### config.mk
export PLATFORM = sky130hd
export DESIGN_NAME = sar_conversion_output_coding
export DESIGN_NICKNAME = d
export VERILOG_FILES = /design/src/core/sar_pkg.sv /design/src/core/sar_if.sv /design/src/core/sar_bit_engine.sv /design/src/core/sar_conversion_output_coding.sv
export SDC_FILE = /design/constraint.sdc
export NUM_CORES = 1
export LEC_CHECK = 0
export ABC_AREA = 0
export BUFFER_PORTS_ARGS = -buffer_cell sky130_fd_sc_hd__buf_2
export CORE_UTILIZATION = 47
export DETAILED_ROUTE_END_ITERATION = 8
export HOLD_SLACK_MARGIN = 0.03
export PLACE_DENSITY = 0.75
export SYNTH_ARGS = -nofsm -noshare
export SYNTH_HDL_FRONTEND = slang
export SYNTH_SLANG_ARGS = --single-unit
### constraint.sdc
create_clock -name clk -period 1.7 [get_ports clk]
set_input_delay 0 -clock clk [delete_from_list [all_inputs] [get_ports clk]]
set_output_delay 0 -clock clk [all_outputs]
set_load 0.02 [all_outputs]
### src/core/sar_pkg.sv
// shared constants and types for the successive-approximation control block
package sar_pkg;

  // ----------------------------------------------------------------
  // data path widths
  // ----------------------------------------------------------------
  localparam int unsigned RES_BITS   = 16;          // result width
  localparam int unsigned ADDR_BITS  = 8;           // register address width
  localparam int unsigned DATA_BITS  = 32;          // register data width
  localparam int unsigned IDX_BITS   = 4;           // bit index width
  localparam int unsigned SYNC_CNT   = 2;           // pin inputs that are synchronised

  // ----------------------------------------------------------------
  // register byte addresses
  // ----------------------------------------------------------------
  localparam logic [7:0] OFF_CONFIG  = 8'h00;       // span control, overvoltage flag
  localparam logic [7:0] OFF_RESULT  = 8'h04;       // last conversion code
  localparam logic [7:0] OFF_IRQ_ST  = 8'h08;       // sticky event bits
  localparam logic [7:0] OFF_IRQ_MSK = 8'h0c;       // event mask
  localparam logic [7:0] OFF_STATUS  = 8'h10;       // live busy and clamp state

  // ----------------------------------------------------------------
  // field positions
  // ----------------------------------------------------------------
  localparam int unsigned CFG_SPAN_BIT  = 0;        // span compression enable
  localparam int unsigned CFG_OVN_BIT   = 1;        // overvoltage flag, active low
  localparam int unsigned EV_DONE_BIT   = 0;        // conversion finished
  localparam int unsigned EV_OV_BIT     = 1;        // clamp started to conduct
  localparam int unsigned EV_BITS       = 2;        // number of events
  localparam int unsigned ST_BUSY_BIT   = 0;        // conversion running
  localparam int unsigned ST_CLAMP_BIT  = 1;        // clamp conducting now
  localparam int unsigned PIN_CNV       = 0;        // sync slot of conversion start
  localparam int unsigned PIN_CLAMP     = 1;        // sync slot of clamp sense

  // ----------------------------------------------------------------
  // reset values and codes
  // ----------------------------------------------------------------
  localparam logic [15:0] CODE_ZERO    = 16'h0000;  // midscale code
  localparam logic [15:0] MSB_FLIP     = 16'h8000;  // offset binary to two's complement
  localparam logic [15:0] TRIAL_MSB    = 16'h8000;  // first trial weight, half scale
  localparam logic [3:0]  IDX_MSB      = 4'hf;      // first bit decided
  localparam logic [3:0]  IDX_LSB      = 4'h0;      // last bit decided
  localparam logic [1:0]  EV_NONE      = 2'h0;      // no event pending
  localparam logic [31:0] RD_ZERO      = 32'h0000_0000; // unmapped read answer

  // ----------------------------------------------------------------
  // internal conversion clock
  // ----------------------------------------------------------------
  localparam int unsigned CLK_HZ        = 20_000_000;  // system clock rate
  localparam int unsigned CONV_CLK_HZ   = 10_000_000;  // bit decision rate
  localparam int unsigned CONV_DIV      = CLK_HZ / CONV_CLK_HZ; // cycles per decision
  localparam logic [3:0]  DIV_LAST      = 4'(CONV_DIV - 1);    // divider terminal count
  localparam logic [3:0]  DIV_ZERO      = 4'h0;                // divider restart value

  // ----------------------------------------------------------------
  // conversion sequencer states
  // ----------------------------------------------------------------
  typedef enum logic [2:0] {
    SEQ_ACQUIRE,                                    // arrays track the inputs
    SEQ_OPEN_SW,                                    // comparator ground switches open
    SEQ_GROUND,                                     // arrays moved to ground
    SEQ_CONVERT,                                    // bit decisions running
    SEQ_FINISH                                      // code latched, busy released
  } seq_state_t;

endpackage

### src/core/sar_if.sv
// carrier between the sequencer and the bit decision engine
`timescale 1ns/1ps
`default_nettype none

interface sar_if;
  logic        start;   // one-cycle pulse, begin bit decisions
  logic        tick;    // one-cycle pulse, one decision step
  logic        comp;    // comparator: input at or above trial level
  logic        done;    // one-cycle pulse, last bit decided
  logic [15:0] trial;   // switch pattern driven into the arrays
  logic [15:0] code;    // decided bits, offset binary

  modport engine (input start, input tick, input comp, output done, output trial, output code);
  modport ctrl   (output start, output tick, output comp, input done, input trial, input code);
endinterface

`default_nettype wire

### src/core/sar_bit_engine.sv
// binary-weighted bit decision engine, most significant bit first
`timescale 1ns/1ps
`default_nettype none

module sar_bit_engine (
  // clock and reset
  input  wire logic clk,
  input  wire logic rstn,
  // sequencer side
  sar_if.engine     bus
);

  // ----------------------------------------------------------------
  // state
  // ----------------------------------------------------------------
  logic [3:0]  idx_reg;     // bit under trial
  logic [15:0] code_reg;    // bits kept so far
  logic [15:0] trial_reg;   // pattern on the arrays
  logic        run_reg;     // decisions in progress
  logic        done_reg;    // end pulse

  // ----------------------------------------------------------------
  // next values
  // ----------------------------------------------------------------
  localparam logic [15:0] TRIAL_ONE = 16'h0001;         // weight of one step in 65,536

  wire [15:0] weight     = 16'(TRIAL_ONE << idx_reg);   // weight of current bit
  wire [15:0] kept       = bus.comp ? (code_reg | weight) : code_reg; // keep or drop
  wire        last       = (idx_reg == sar_pkg::IDX_LSB);
  wire [3:0]  idx_next   = 4'(idx_reg - 4'h1);
  wire [15:0] next_w     = 16'(TRIAL_ONE << idx_next);  // weight halves each step
  wire        step       = run_reg & bus.tick;

  assign bus.done  = done_reg;
  assign bus.trial = trial_reg;
  assign bus.code  = code_reg;

  // ----------------------------------------------------------------
  // decision steps
  // ----------------------------------------------------------------
  // start loads half scale; each tick keeps or drops one bit
  always_ff @(posedge clk) begin
    if (!rstn) begin
      idx_reg   <= sar_pkg::IDX_MSB;
      code_reg  <= sar_pkg::CODE_ZERO;
      trial_reg <= sar_pkg::CODE_ZERO;
      run_reg   <= 1'b0;
      done_reg  <= 1'b0;
    end else begin
      done_reg <= 1'b0;
      if (bus.start) begin
        // begin at the most significant bit
        idx_reg   <= sar_pkg::IDX_MSB;
        code_reg  <= sar_pkg::CODE_ZERO;
        trial_reg <= sar_pkg::TRIAL_MSB;
        run_reg   <= 1'b1;
      end else if (step) begin
        code_reg <= kept;
        if (last) begin
          // all ones saturates high, all zeros low
          run_reg   <= 1'b0;
          done_reg  <= 1'b1;
          trial_reg <= sar_pkg::CODE_ZERO;
        end else begin
          idx_reg   <= idx_next;
          trial_reg <= kept | next_w;
        end
      end
    end
  end

endmodule

`default_nettype wire

### src/core/sar_conversion_output_coding.sv
// conversion sequencer, output coding, overvoltage flag and register port
//
// Added by the designer: the register offsets and the plain strobed port.
`timescale 1ns/1ps
`default_nettype none

module sar_conversion_output_coding (
  // clock and reset
  input  wire logic        clk,
  input  wire logic        rstn,
  // pins from the outside
  input  wire logic        conversion_start_input,
  input  wire logic        clamp_conducting,
  // analog front end
  input  wire logic        comparator_out,
  output logic             comparator_ground_switch_pos,
  output logic             comparator_ground_switch_neg,
  output logic             array_to_inputs,
  output logic             array_to_ground,
  output logic [15:0]      array_trial,
  output logic             span_compress_en,
  // conversion results
  output logic             busy,
  output logic [15:0]      result_code,
  output logic [1:0]       result_status,
  output logic             overvoltage_flag_n,
  // register port
  input  wire logic [7:0]  reg_addr,
  input  wire logic [31:0] reg_wdata,
  input  wire logic        reg_wr,
  input  wire logic        reg_rd,
  output logic [31:0]      reg_rdata,
  // interrupt
  output logic             irq
);

  // ----------------------------------------------------------------
  // pin synchronisers
  // ----------------------------------------------------------------
  logic [1:0] pin_raw;            // pins entering the synchronisers
  logic [1:0] sync1_reg;          // first stage, read only by the second
  logic [1:0] sync2_reg;          // second stage
  logic [1:0] sync3_reg;          // third stage
  logic [1:0] pin_reg;            // accepted level

  assign pin_raw[sar_pkg::PIN_CNV]   = conversion_start_input;
  assign pin_raw[sar_pkg::PIN_CLAMP] = clamp_conducting;

  genvar gi;
  generate
    for (gi = 0; gi < sar_pkg::SYNC_CNT; gi++) begin : g_sync
      // a change counts once second and third stage agree
      always_ff @(posedge clk) begin
        if (!rstn) begin
          sync1_reg[gi] <= 1'b0;
          sync2_reg[gi] <= 1'b0;
          sync3_reg[gi] <= 1'b0;
          pin_reg[gi]   <= 1'b0;
        end else begin
          sync1_reg[gi] <= pin_raw[gi];
          sync2_reg[gi] <= sync1_reg[gi];
          sync3_reg[gi] <= sync2_reg[gi];
          if (sync2_reg[gi] == sync3_reg[gi]) begin
            pin_reg[gi] <= sync3_reg[gi];
          end
        end
      end
    end
  endgenerate

  // ----------------------------------------------------------------
  // start edge and clamp sense
  // ----------------------------------------------------------------
  logic cnv_prev_reg;             // last accepted start level
  logic clamp_prev_reg;           // last accepted clamp level

  wire cnv_level   = pin_reg[sar_pkg::PIN_CNV];
  wire clamp_level = pin_reg[sar_pkg::PIN_CLAMP];
  wire cnv_rise    = cnv_level & ~cnv_prev_reg;
  wire clamp_rise  = clamp_level & ~clamp_prev_reg;

  // remember levels for edge detection
  always_ff @(posedge clk) begin
    if (!rstn) begin
      cnv_prev_reg   <= 1'b0;
      clamp_prev_reg <= 1'b0;
    end else begin
      cnv_prev_reg   <= cnv_level;
      clamp_prev_reg <= clamp_level;
    end
  end

  // ----------------------------------------------------------------
  // sequencer
  // ----------------------------------------------------------------
  sar_pkg::seq_state_t state_reg;   // current phase
  sar_pkg::seq_state_t state_next;  // next phase
  sar_if               eng ();      // link to the bit engine

  // phase changes; a start edge outside acquisition is ignored
  always_comb begin
    state_next = state_reg;
    unique case (state_reg)
      sar_pkg::SEQ_ACQUIRE: begin
        if (cnv_rise) begin
          state_next = sar_pkg::SEQ_OPEN_SW;
        end
      end
      sar_pkg::SEQ_OPEN_SW: begin
        state_next = sar_pkg::SEQ_GROUND;
      end
      sar_pkg::SEQ_GROUND: begin
        state_next = sar_pkg::SEQ_CONVERT;
      end
      sar_pkg::SEQ_CONVERT: begin
        if (eng.done) begin
          state_next = sar_pkg::SEQ_FINISH;
        end
      end
      sar_pkg::SEQ_FINISH: begin
        state_next = sar_pkg::SEQ_ACQUIRE;
      end
    endcase
  end

  // phase register
  always_ff @(posedge clk) begin
    if (!rstn) begin
      state_reg <= sar_pkg::SEQ_ACQUIRE;
    end else begin
      state_reg <= state_next;
    end
  end

  // ----------------------------------------------------------------
  // front end switch controls
  // ----------------------------------------------------------------
  wire sw_closed_next = (state_next == sar_pkg::SEQ_ACQUIRE);
  wire to_in_next     = (state_next == sar_pkg::SEQ_ACQUIRE) ||
                        (state_next == sar_pkg::SEQ_OPEN_SW);

  // switches open one cycle before the arrays leave the inputs
  always_ff @(posedge clk) begin
    if (!rstn) begin
      comparator_ground_switch_pos <= 1'b1;
      comparator_ground_switch_neg <= 1'b1;
      array_to_inputs              <= 1'b1;
      array_to_ground              <= 1'b0;
    end else begin
      comparator_ground_switch_pos <= sw_closed_next;
      comparator_ground_switch_neg <= sw_closed_next;
      array_to_inputs              <= to_in_next;
      array_to_ground              <= ~to_in_next;
    end
  end

  // ----------------------------------------------------------------
  // internal conversion clock
  // ----------------------------------------------------------------
  logic [3:0] div_reg;            // decision rate divider
  wire        div_end = (div_reg == sar_pkg::DIV_LAST);

  // free count only while converting, no serial clock needed
  always_ff @(posedge clk) begin
    if (!rstn) begin
      div_reg <= sar_pkg::DIV_ZERO;
    end else if (state_reg != sar_pkg::SEQ_CONVERT || div_end) begin
      div_reg <= sar_pkg::DIV_ZERO;
    end else begin
      div_reg <= 4'(div_reg + 4'h1);
    end
  end

  assign eng.start = (state_reg == sar_pkg::SEQ_GROUND);
  assign eng.tick  = (state_reg == sar_pkg::SEQ_CONVERT) & div_end;
  assign eng.comp  = comparator_out;

  sar_bit_engine u_engine (
    .clk  (clk),
    .rstn (rstn),
    .bus  (eng)
  );

  // ----------------------------------------------------------------
  // registers and flags
  // ----------------------------------------------------------------
  logic       span_reg;           // span compression enable
  logic       ov_n_reg;           // sticky overvoltage flag, low when set
  logic [1:0] ev_reg;             // sticky events
  logic [1:0] mask_reg;           // event enables

  // decode
  wire sel_cfg  = (reg_addr == sar_pkg::OFF_CONFIG);
  wire sel_res  = (reg_addr == sar_pkg::OFF_RESULT);
  wire sel_ist  = (reg_addr == sar_pkg::OFF_IRQ_ST);
  wire sel_msk  = (reg_addr == sar_pkg::OFF_IRQ_MSK);
  wire sel_sta  = (reg_addr == sar_pkg::OFF_STATUS);
  wire cfg_read = reg_rd & sel_cfg;

  // offset binary with msb flipped is two's complement
  wire [15:0] coded = eng.code ^ sar_pkg::MSB_FLIP;

  // event sources
  wire [1:0] ev_set = {clamp_rise, eng.done};
  wire [1:0] ev_clr = (reg_wr & sel_ist) ? reg_wdata[1:0] : sar_pkg::EV_NONE;

  // read data selection
  wire [31:0] cfg_word = {30'h0, ov_n_reg, span_reg};
  wire [31:0] res_word = {14'h0, ov_n_reg, busy, result_code};
  wire [31:0] ist_word = {30'h0, ev_reg};
  wire [31:0] msk_word = {30'h0, mask_reg};
  wire [31:0] sta_word = {30'h0, clamp_level, busy};
  wire [31:0] rd_word  = sel_cfg ? cfg_word :
                         sel_res ? res_word :
                         sel_ist ? ist_word :
                         sel_msk ? msk_word :
                         sel_sta ? sta_word : sar_pkg::RD_ZERO;

  // config, mask and interrupt status writes
  always_ff @(posedge clk) begin
    if (!rstn) begin
      span_reg <= 1'b0;
      mask_reg <= sar_pkg::EV_NONE;
      ev_reg   <= sar_pkg::EV_NONE;
    end else begin
      if (reg_wr & sel_cfg) begin
        span_reg <= reg_wdata[sar_pkg::CFG_SPAN_BIT];
      end
      if (reg_wr & sel_msk) begin
        mask_reg <= reg_wdata[1:0];
      end
      // a new event beats a clear in the same cycle
      ev_reg <= (ev_reg & ~ev_clr) | ev_set;
    end
  end

  // sticky overvoltage flag, active low, not writable
  always_ff @(posedge clk) begin
    if (!rstn) begin
      ov_n_reg <= 1'b1;
    end else if (clamp_level) begin
      ov_n_reg <= 1'b0;
    end else if (cfg_read) begin
      ov_n_reg <= 1'b1;
    end
  end

  // ----------------------------------------------------------------
  // result, busy and outputs
  // ----------------------------------------------------------------
  // busy rises with the start edge and falls with the valid code
  always_ff @(posedge clk) begin
    if (!rstn) begin
      busy          <= 1'b0;
      result_code   <= sar_pkg::CODE_ZERO;
      result_status <= 2'h3;
    end else begin
      if (state_reg == sar_pkg::SEQ_ACQUIRE && cnv_rise) begin
        busy <= 1'b1;
      end else if (eng.done) begin
        busy          <= 1'b0;
        result_code   <= coded;
        result_status <= {ov_n_reg & ~clamp_level, span_reg};
      end
    end
  end

  // read data, interrupt and front end scaling
  always_ff @(posedge clk) begin
    if (!rstn) begin
      reg_rdata          <= sar_pkg::RD_ZERO;
      irq                <= 1'b0;
      span_compress_en   <= 1'b0;
      overvoltage_flag_n <= 1'b1;
      array_trial        <= sar_pkg::CODE_ZERO;
    end else begin
      reg_rdata          <= reg_rd ? rd_word : sar_pkg::RD_ZERO;
      irq                <= |((ev_reg | ev_set) & mask_reg);
      span_compress_en   <= span_reg;
      overvoltage_flag_n <= ov_n_reg;
      array_trial        <= eng.trial;
    end
  end

endmodule

`default_nettype wire

==> impl_metrics.yaml, run 1 <==
yosys:
  ys_warn_count: 0
  synth_top_area_share: 0.512
  yosys-top-cells-count: "dfxtp_1 (120), nor2_1 (50), and2_1 (25), a21oi_1 (24)"
  async_reset_ff_frac: 0
  yosys.area.top_type: "dfxtp_1"
  synthCells: 483
  syn_avg_cell_area_sq_um: 9.72
  yosys-top-cells-area: "dfxtp_1 (51%), mux2i_1 (4.7%), nor2_1 (4.0%), and2_1 (3.3%), a31oi_1 (2.7%)"
  synthDistinctLibCells: 61
  synthFlopType: "dfxtp_1"
  yosysSeqAreaShare: 0.512
  synth_edf_count: 0
  synth-seq-cells: 120
  syn_area_sq_um: 4700
  yosysMostFrequentCell: "dfxtp_1"
finish:
  largest_reg_flops: 18
  drive_gt1_frac: 0.352
  multi_input_area_sq_um: 2230
  finalCoreUtilization: 0.675
  fin_nets: 681
  fillers: 747
  top_register: "reg_rdata"
  seqCellArea_sq_um: 2410
  areaGrowthSynthToFinish_pct: 39.8
  antennaDiodeCount: 0
outcome:
  status: "finished, final reports clean"
clock_network:
  cts.sinks: 120
  cts_root_buf: "clkbuf_8"
  worstSkewPairLatency_ps: 510
  clock_path_buffers: 2
  cts_tree: "done"
  clkSlewWorstSetupHoldPaths_ps: 60
  htree_levels: 4
  cts_buffers: 17
timing:
  fin_worst_skew_ps: 8.02
  hold_viol_final: 0
  fin_ws_ps: 24.0
  timing.final.crit_share: 0.986
  rsz0062_at_grt: "true"
  final.min_clock_period_ps: 1680
  slew_violations: 0
  max_freq_mhz: 597
  tightest_slew_ps: 512
  setup_viol: 0
  hold_ws_ps: 102
  relSlewSlack: 0.655
flow_run:
  cap_violations: 0
global_routing:
  antenna_found_initial: 0
  grt-ovfl-total: 0
  grt_max_degree: 28
  grt_pass1_vias: 3837
  grt_first_pass_wirelength_mm: 18.1
  globalRouteTotalUtil: 0.230
power:
  p_leak_uw: 0.00296
  netSwitchingPower_uw: 1320
  comb_power_share: 0.028
  clock_power_share: 0.532
  power.density_nw_per_um2: 978
  irDropWorstVdd_v: 0.000621
  p_int_uw: 5100
  p_total_uw: 6420
  seq_power_share: 0.440
  swShare: 0.205
die:
  die_h_um: 102
  start_util: 0.483
  num_rows: 36
  die_area_sq_um: 10400
  io_pins: 121
  die_x_um: 102
  coreArea_sq_um: 9730
route:
  wl_per_cell_um: 15.4
  routed_via_density: 5.33
  route.detailed.drc: 0
  first_iter_violations: 219
  via_count: 4112
  drt-total-wl_mm: 11.9
  drtPass1Iterations: 5
  detail-route-antenna-nets: 0
placement:
  io_buffers: 76
  dp_hpwl_mm: 7.82
  gp_congestion: 0.924
  pre_cts_ws_ps: -211
worst_setup_path:
  start_kind: "flip-flop"
  worst-path-buf-inv: 3
  critPathTopFamily: "simple AND/OR/NAND/NOR gates"
  cp_data_required_time_ps: 2150
  cp.arrival_ps: 2130
  critPathSlowestCell: "or3b_4"
  cpPeakStageDelay_ps: 430
  end_kind: "flip-flop"
  path_cells: "inv_1, ha_1, or3b_4, nor2_4, buf_6, buf_8, a31oi_2, nor2_1"
  cp_max_fo: 5
  path_class: "flip-flop to flip-flop"
worst_hold_path:
  hold_path.class: "input port to flip-flop"
cells by family after synthesis:
group | after synthesis | synth area share
and+or+nand+nor | 158 | 0.187
other | 1 | 0.000799
DFF | 120 | 0.512
xor gates and xnor gates | 3 | 0.00560
adders and majority gates | 7 | 0.0187
buffers and inverters | 59 | 0.0629
muxes | 22 | 0.0469
AOI/OAI and AO/OA | 113 | 0.167
layer usage:
layer | GRT usage | routed length [um] | part of all wire
met5 | 0 | 0 | 0
met4 | 0.112 | 350 | 0.029
met3 | 0.0588 | 672 | 0.056
met2 | 0.395 | 5970 | 0.50
met1 | 0.267 | 4910 | 0.41
worst reg2reg max path: stages (launching register included):
cell and delay [ps]:
dfxtp_2 320, inv_1 50, ha_1 150, or3b_4 430
nor2_4 160, buf_6 150, buf_8 120, a31oi_2 110
nor2_1 130
area by class of cell:
type,instances,share of cell area
clock buffer,23,0.0726
clock inverter,8,0.0145
inverter,14,0.00801
multi-input combinational,317,0.340
sequential,120,0.367
tap,133,0.0254
timing repair buffer,157,0.173
cells in the final DEF, fill, tap and decap left out, types with 19 or more instances in the layout:
| cell | n |
|---|---|
| dfxtp_1 | 116 |
| buf_2 | 76 |
| buf_4 | 50 |
| nor2_1 | 49 |
| and2_1 | 25 |
| a21oi_1 | 23 |
| mux2i_1 | 22 |
| dlygate4sd3_1 | 21 |
| a31oi_1 | 19 |
repair_timing:
action | CTS | global route
hold buffers | 21 | 0
pin swaps | 0 | 9
hold endpoints to repair | 19 | 0
cloned | 0 | 2
setup buffers | 0 | 7
setup endpoints to repair | 34 | 39
resized for setup | 11 | 40
through the flow:
stage	cell area [sq um]	std cells	setup TNS [ps]
final	6560	772	0
after global routing	6560	772	-182
after CTS	6300	763	0
after detailed placement	5470	711	-3810
after global placement	5470	711	-2560
after floorplan	4750	496	-8.43
path summary, 6_finish.rpt:
| kind | slack, ps | depth (start not counted) | end | startpoint |
|---|---|---|---|---|
| max | 20 | 8 | u_engine.bus.code[6] | div_reg[1] |
| min | 100 | 5 | reg_rdata[16] | reg_addr[6] |
| max reg2reg | 20 | 8 | u_engine.bus.code[6] | div_reg[1] |
| min reg2reg | 440 | 1 | sync2_reg[0] | sync1_reg[0] |
power by group through the flow:
stage          Clock [uW]  Sequential (uW)  Combinational (uW)
2_1_floorplan           0             2890                 119
3_3_place_gp            0             2890                 142
3_5_place_dp            0             2890                 144
4_1_cts              3460             2830                 170
5_1_grt              3590             2830                 192
6_report             3420             2830                 178
No activity file was read; power rests on OpenSTA's default activity.
==> run 2: changes to the inputs <==
--- a/config.mk
+++ b/config.mk
@@ -5,7 +5,7 @@
 export SDC_FILE = /design/constraint.sdc
 export NUM_CORES = 1
 export LEC_CHECK = 0
-export ABC_AREA = 0
+export ABC_AREA = 1
 export BUFFER_PORTS_ARGS = -buffer_cell sky130_fd_sc_hd__buf_2
 export CORE_UTILIZATION = 47
 export DETAILED_ROUTE_END_ITERATION = 8
==> run 2 against run 1 <==
Compared with the run above: wire length is 17% lower; fmax up 9.6%; largest cell class unchanged; clock power grew 9.9%.
==> impl_metrics.yaml, run 2 <==
worst_setup_path:
  path_class: "flip-flop to flip-flop"
  critPathLaunch: "u_engine.idx_reg[0]"
  cp_max_fo: 16
  cpPeakStageDelay_ps: 340
  critPathSlowestCell: "dfxtp_2"
  r2r_slack_ps: 170
  r2r-start: "u_engine.idx_reg[0]"
  cp_data_required_time_ps: 2100
  cp.arrival_ps: 1930
  path_cells: "inv_1, ha_1, inv_1, nor3_1, inv_2, nand2_4, inv_4, nand2_1, a21oi_1"
  start_kind: "flip-flop"
  timing.rr.end: "u_engine.bus.trial[4]"
  r2r.worst_path.cells: 9
  critPathMostFrequentCell: "inv_1"
  end_kind: "flip-flop"
global_routing:
  globalRouteTotalUtil: 0.207
  antenna_found_initial: 0
  grt-ovfl-total: 0
  grt_max_degree: 33
  grt_pass1_vias: 3704
  grt_first_pass_wirelength_mm: 16.6
yosys:
  yosys-top-cells-count: "nand2_1 (131), dfxtp_1 (120), inv_1 (84), nor2_1 (69), a21oi_1 (39)"
  syn_avg_cell_area_sq_um: 7.77
  synth_edf_count: 0
  synth-seq-cells: 120
  synth_top_area_share: 0.518
  yosys-top-cells-area: "dfxtp_1 (52%), nand2_1 (11%), inv_1 (6.8%), nor2_1 (5.6%), a21oi_1 (4.2%)"
  async_reset_ff_frac: 0
  yosys.area.top_type: "dfxtp_1"
  yosysMostFrequentCell: "nand2_1"
  synthCells: 597
  yosysSeqAreaShare: 0.518
  synthFlopType: "dfxtp_1"
  synthDistinctLibCells: 33
  syn_area_sq_um: 4640
  ys_warn_count: 0
die:
  coreArea_sq_um: 9420
  die_h_um: 101
  io_pins: 121
  die_x_um: 101
  start_util: 0.493
  num_rows: 35
  die_area_sq_um: 10300
finish:
  fin_area_sq_um: 5970
  drive_gt1_frac: 0.200
  final_common_cell: "nand2_1"
  fin_nets: 755
  layout_common_cells: "nand2_1 (131), dfxtp_1 (118), inv_1 (83)"
  layout.cells.non_filler: 843
  top_register: "reg_rdata"
  antennaDiodeCount: 0
  areaGrowthSynthToFinish_pct: 28.6
  largest_reg_flops: 18
route:
  drtPass1Iterations: 5
  detail-route-antenna-nets: 0
  routed_via_density: 4.73
  first_iter_violations: 181
  route.detailed.drc: 0
  drt-total-wl_mm: 9.92
  wl_per_cell_um: 11.8
  via_count: 3985
timing:
  final.min_clock_period_ps: 1530
  fin_worst_skew_ps: 6.62
  slew_violations: 0
  hold_ws_ps: 44.0
  max_freq_mhz: 654
  fin_setup_tns_ps: 0
  hold_viol_final: 0
  setup_viol: 0
  tightest_slew_ps: 497
  relSlewSlack: 0.667
  timing.final.crit_share: 0.899
clock_network:
  cts_tree: "done"
  cts_root_buf: "clkbuf_8"
  cts_buffers: 17
  post_cts_buffers: 0
  worstSkewPairLatency_ps: 520
  clkSlewWorstSetupHoldPaths_ps: 60
  clock_path_buffers: 2
  cts.sinks: 120
  htree_levels: 4
power:
  comb_power_share: 0.060
  power.density_nw_per_um2: 1190
  clock_power_share: 0.530
  netSwitchingPower_uw: 1670
  seq_power_share: 0.410
  p_leak_uw: 0.00293
  swShare: 0.235
  p_total_uw: 7090
  p_int_uw: 5420
  irDropWorstVdd_v: 0.000560
worst_hold_path:
  hold_path.class: "input port to flip-flop"
  min_from: "reg_addr[2]"
  min_to: "reg_rdata[1]"
  hold_depth: 7
placement:
  dp_hpwl_mm: 6.68
  gp_congestion: 0.857
  dp_cells: 792
  post_dp_cell_area_sq_um: 5120
  io_buffers: 76
outcome:
  status: "finished, final reports clean"
flow_run:
  cap_violations: 0
[run 2: metal layers]
layer	up-vias	track usage	wire (um)	share of wire
li1	2064	-	-	-
met1	1780	0.259	4640	0.47
met2	125	0.337	4540	0.46
met3	16	0.0642	593	0.060
met4	0	0.0780	145	0.015
met5	-	0	0	0
[run 2: critical path, delay by kind of cell (launching register included)]
kind | cells | cell delay [ps]
compound gates | 1 | 70
fa+ha+maj | 1 | 230
buf+inv | 4 | 400
flops | 1 | 340
simple gates | 3 | 380
[run 2: through the flow]
stage | worst slack [ps] | util
final | 171 | 0.634
after global routing | -2.62 | 0.634
after CTS | 1.02 | 0.632
after detailed placement | 32.2 | 0.544
after global placement | 109 | 0.544
after floorplan | 184 | -
[run 2: cell families after synthesis]
group	Yosys count	share of synthesized area
buffers and inverters	121	0.117
other	1	0.000808
xor gates and xnor gates	4	0.00755
and+or+nand+nor	253	0.226
AOI/OAI and AO/OA	91	0.112
adders and majority gates	7	0.0189
DFF	120	0.518
[run 2: layout make-up]
type                       count  area [sq um]
sequential                   120          2400
inverter                      87           329
tap                          129           161
clock buffer                  17           414
multi-input combinational    369          1770
timing repair buffer         106           678
clock inverter                15           215
fill                         749          3450
[run 2: worst max path at each step]
stage / end / slack [ps] / cells past startpoint
after global placement: u_engine.bus.trial[6] / 110 / 9
final: u_engine.bus.trial[4] / 170 / 9
after global routing: u_engine.idx_reg[1] / -3 / 9
after floorplan: u_engine.bus.trial[10] / 180 / 10
after detailed placement: u_engine.bus.trial[6] / 30 / 9
after CTS: u_engine.bus.trial[4] / 1 / 9
[run 2: timing repair]
action                                  4_1_cts  5_1_grt
gates resized for setup                       0        8
endpoints found under the setup margin        0       20
endpoints found under the hold margin        67        0
hold buffers                                 20        0
[run 2: power groups by stage]
stage | logic, uW | registers [uW] | clock network [uW]
finish | 429 | 2910 | 3760
global route | 473 | 2910 | 3940
CTS | 425 | 2900 | 3800
detailed placement | 391 | 2970 | 0
global placement | 382 | 2960 | 0
floorplan | 284 | 2990 | 0
==> run 3: changes to the inputs <==
--- a/config.mk
+++ b/config.mk
@@ -5,11 +5,12 @@
 export SDC_FILE = /design/constraint.sdc
 export NUM_CORES = 1
 export LEC_CHECK = 0
-export ABC_AREA = 1
 export BUFFER_PORTS_ARGS = -buffer_cell sky130_fd_sc_hd__buf_2
 export CORE_UTILIZATION = 47
 export DETAILED_ROUTE_END_ITERATION = 8
+export GPL_ROUTABILITY_DRIVEN = 1
 export HOLD_SLACK_MARGIN = 0.03
+export MAX_ROUTING_LAYER = met4
 export PLACE_DENSITY = 0.75
 export SYNTH_ARGS = -nofsm -noshare
 export SYNTH_HDL_FRONTEND = slang
==> run 3 against run 2 <==
Compared with the run above: the run now ends with DRC, hold timing left; worst hold slack lost 100 ps; critical path depth fell by 2; wire length grew 22%; fmax is 9.0% lower; critical path type unchanged; clock skew is essentially flat.
==> impl_metrics.yaml, run 3 (synthesis results as in run 1) <==
clock_network:
  clock_path_buffers: 2
  ctsHoldBuffers: 19
  worstSkewPairLatency_ps: 520
  cts.sinks: 120
  cts_buffers: 17
  cts_root_buf: "clkbuf_8"
  htree_levels: 4
  clkSlewWorstSetupHoldPaths_ps: 60
  cts_tree: "done"
route:
  met1Wirelength_mm: 4.96
  drtPass1Iterations: 7
  detail-route-antenna-nets: 0
  via_count: 4065
  route.detailed.drc: 2
  wl_met2_mm: 6.19
  first_iter_violations: 238
  routed_via_density: 5.29
  highest_layer: "met4"
  wl_met3_um: 629
  drt-total-wl_mm: 12.1
  wl_per_cell_um: 15.8
outcome:
  status: "finished, violations left"
  violations: "DRC, hold timing"
timing:
  fin_setup_tns_ps: 0
  final.min_clock_period_ps: 1680
  fin_worst_skew_ps: 6.81
  slew_violations: 0
  timing.final.crit_share: 0.989
  rsz0062_at_grt: "true"
  max_freq_mhz: 595
  setup_viol: 0
  hold_viol_final: 1
  hold_ws_ps: -61.0
  fin_ws_ps: 18.8
global_routing:
  grt_pass1_vias: 3912
  grt-ovfl-total: 0
  grt_max_degree: 24
  grt_first_pass_wirelength_mm: 18.5
  antenna_found_initial: 0
  globalRouteTotalUtil: 0.241
finish:
  top_register: "reg_rdata"
  layout_common_cells: "dfxtp_1 (116), buf_2 (76), buf_4 (50)"
  final_common_cell: "dfxtp_1"
  antennaDiodeCount: 0
  fillers: 786
  areaGrowthSynthToFinish_pct: 38.8
  largest_reg_flops: 18
  drive_gt1_frac: 0.350
  fin_nets: 676
die:
  die_h_um: 102
  start_util: 0.483
  coreArea_sq_um: 9730
  io_pins: 121
  die_x_um: 102
  num_rows: 36
  die_area_sq_um: 10400
power:
  p_total_uw: 6750
  p_leak_uw: 0.00295
  irDropWorstVdd_v: 0.000631
  power.density_nw_per_um2: 1040
placement:
  dp_hpwl_mm: 7.91
  gp_congestion: 0.986
  pre_cts_ws_ps: -198
  io_buffers: 76
flow_run:
  cap_violations: 0
worst_setup_path:
  cp_data_required_time_ps: 2100
  timing.rr.end: "u_engine.idx_reg[2]"
  r2r_slack_ps: 20
  end_kind: "flip-flop"
  crit_path_end: "u_engine.idx_reg[2]"
  r2r.worst_path.cells: 7
  r2r-start: "div_reg[1]"
  path_class: "flip-flop to flip-flop"
  critPathLaunch: "div_reg[1]"
  cp_max_fo: 8
  cp.arrival_ps: 2090
  start_kind: "flip-flop"
worst_hold_path:
  hold_path.class: "input port to flip-flop"
==> run 3: worst min-delay path by stage <==
stage                   end             start  cells past startpoint  slack, ps
2_1_floorplan     ev_reg[1]      reg_wdata[1]                      1        100
3_3_place_gp      ev_reg[1]      reg_wdata[1]                      2        210
6_report       reg_rdata[0]       reg_addr[6]                      4        -60
5_1_grt        reg_rdata[0]       reg_addr[6]                      4        -40
3_5_place_dp   sync1_reg[1]  clamp_conducting                      2        220
4_1_cts        reg_rdata[0]       reg_addr[6]                      4        -70
==> run 3: worst max-delay path, cell delays in order (launching register included) <==
cell	delay, ps
dfxtp_2	320
inv_2	60
ha_4	110
or3b_4	420
nor2_4	150
buf_12	150
a21oi_2	50
a311o_1	300
==> run 3: metal layers <==
layer / track usage / vias to the layer above
met4: 0.125 / 0
li1: - / 1970
met5: - / -
met1: 0.267 / 1920
met2: 0.405 / 143
met3: 0.0540 / 32
==> run 3: what timing repair did <==
item | CTS | global route
pin swaps | 1 | 6
buffers inserted | 0 | 3
gates cloned | 0 | 1
hold endpoints to repair | 19 | 2
endpoints found under the setup margin | 34 | 38
gates resized for setup | 11 | 30
==> run 3: metrics by stage <==
stage          cells  utilization  area (sq um)
2_1_floorplan    496            -          4750
3_3_place_gp     713        0.564          5490
4_1_cts          764        0.653          6350
3_5_place_dp     713        0.564          5490
6_report         768        0.670          6520
5_1_grt          768        0.670          6520
==> run 3: area by class of cell <==
class                           count  area [sq um]  share of cell area
Timing Repair Buffer              152          1070               0.164
Tap cell                          133           166              0.0255
Multi-Input combinational cell    317          2200               0.337
Clock buffer                       18           428              0.0657
Inverter                           14          52.6             0.00806
Sequential cell                   120          2410               0.369
Clock inverter                     14           196              0.0301
==> run 3: power by group <==
group	switching, uW	internal, uW
Combinational	115	64.0
Sequential	3.48	2820
Clock	1320	2430
Total	1440	5310
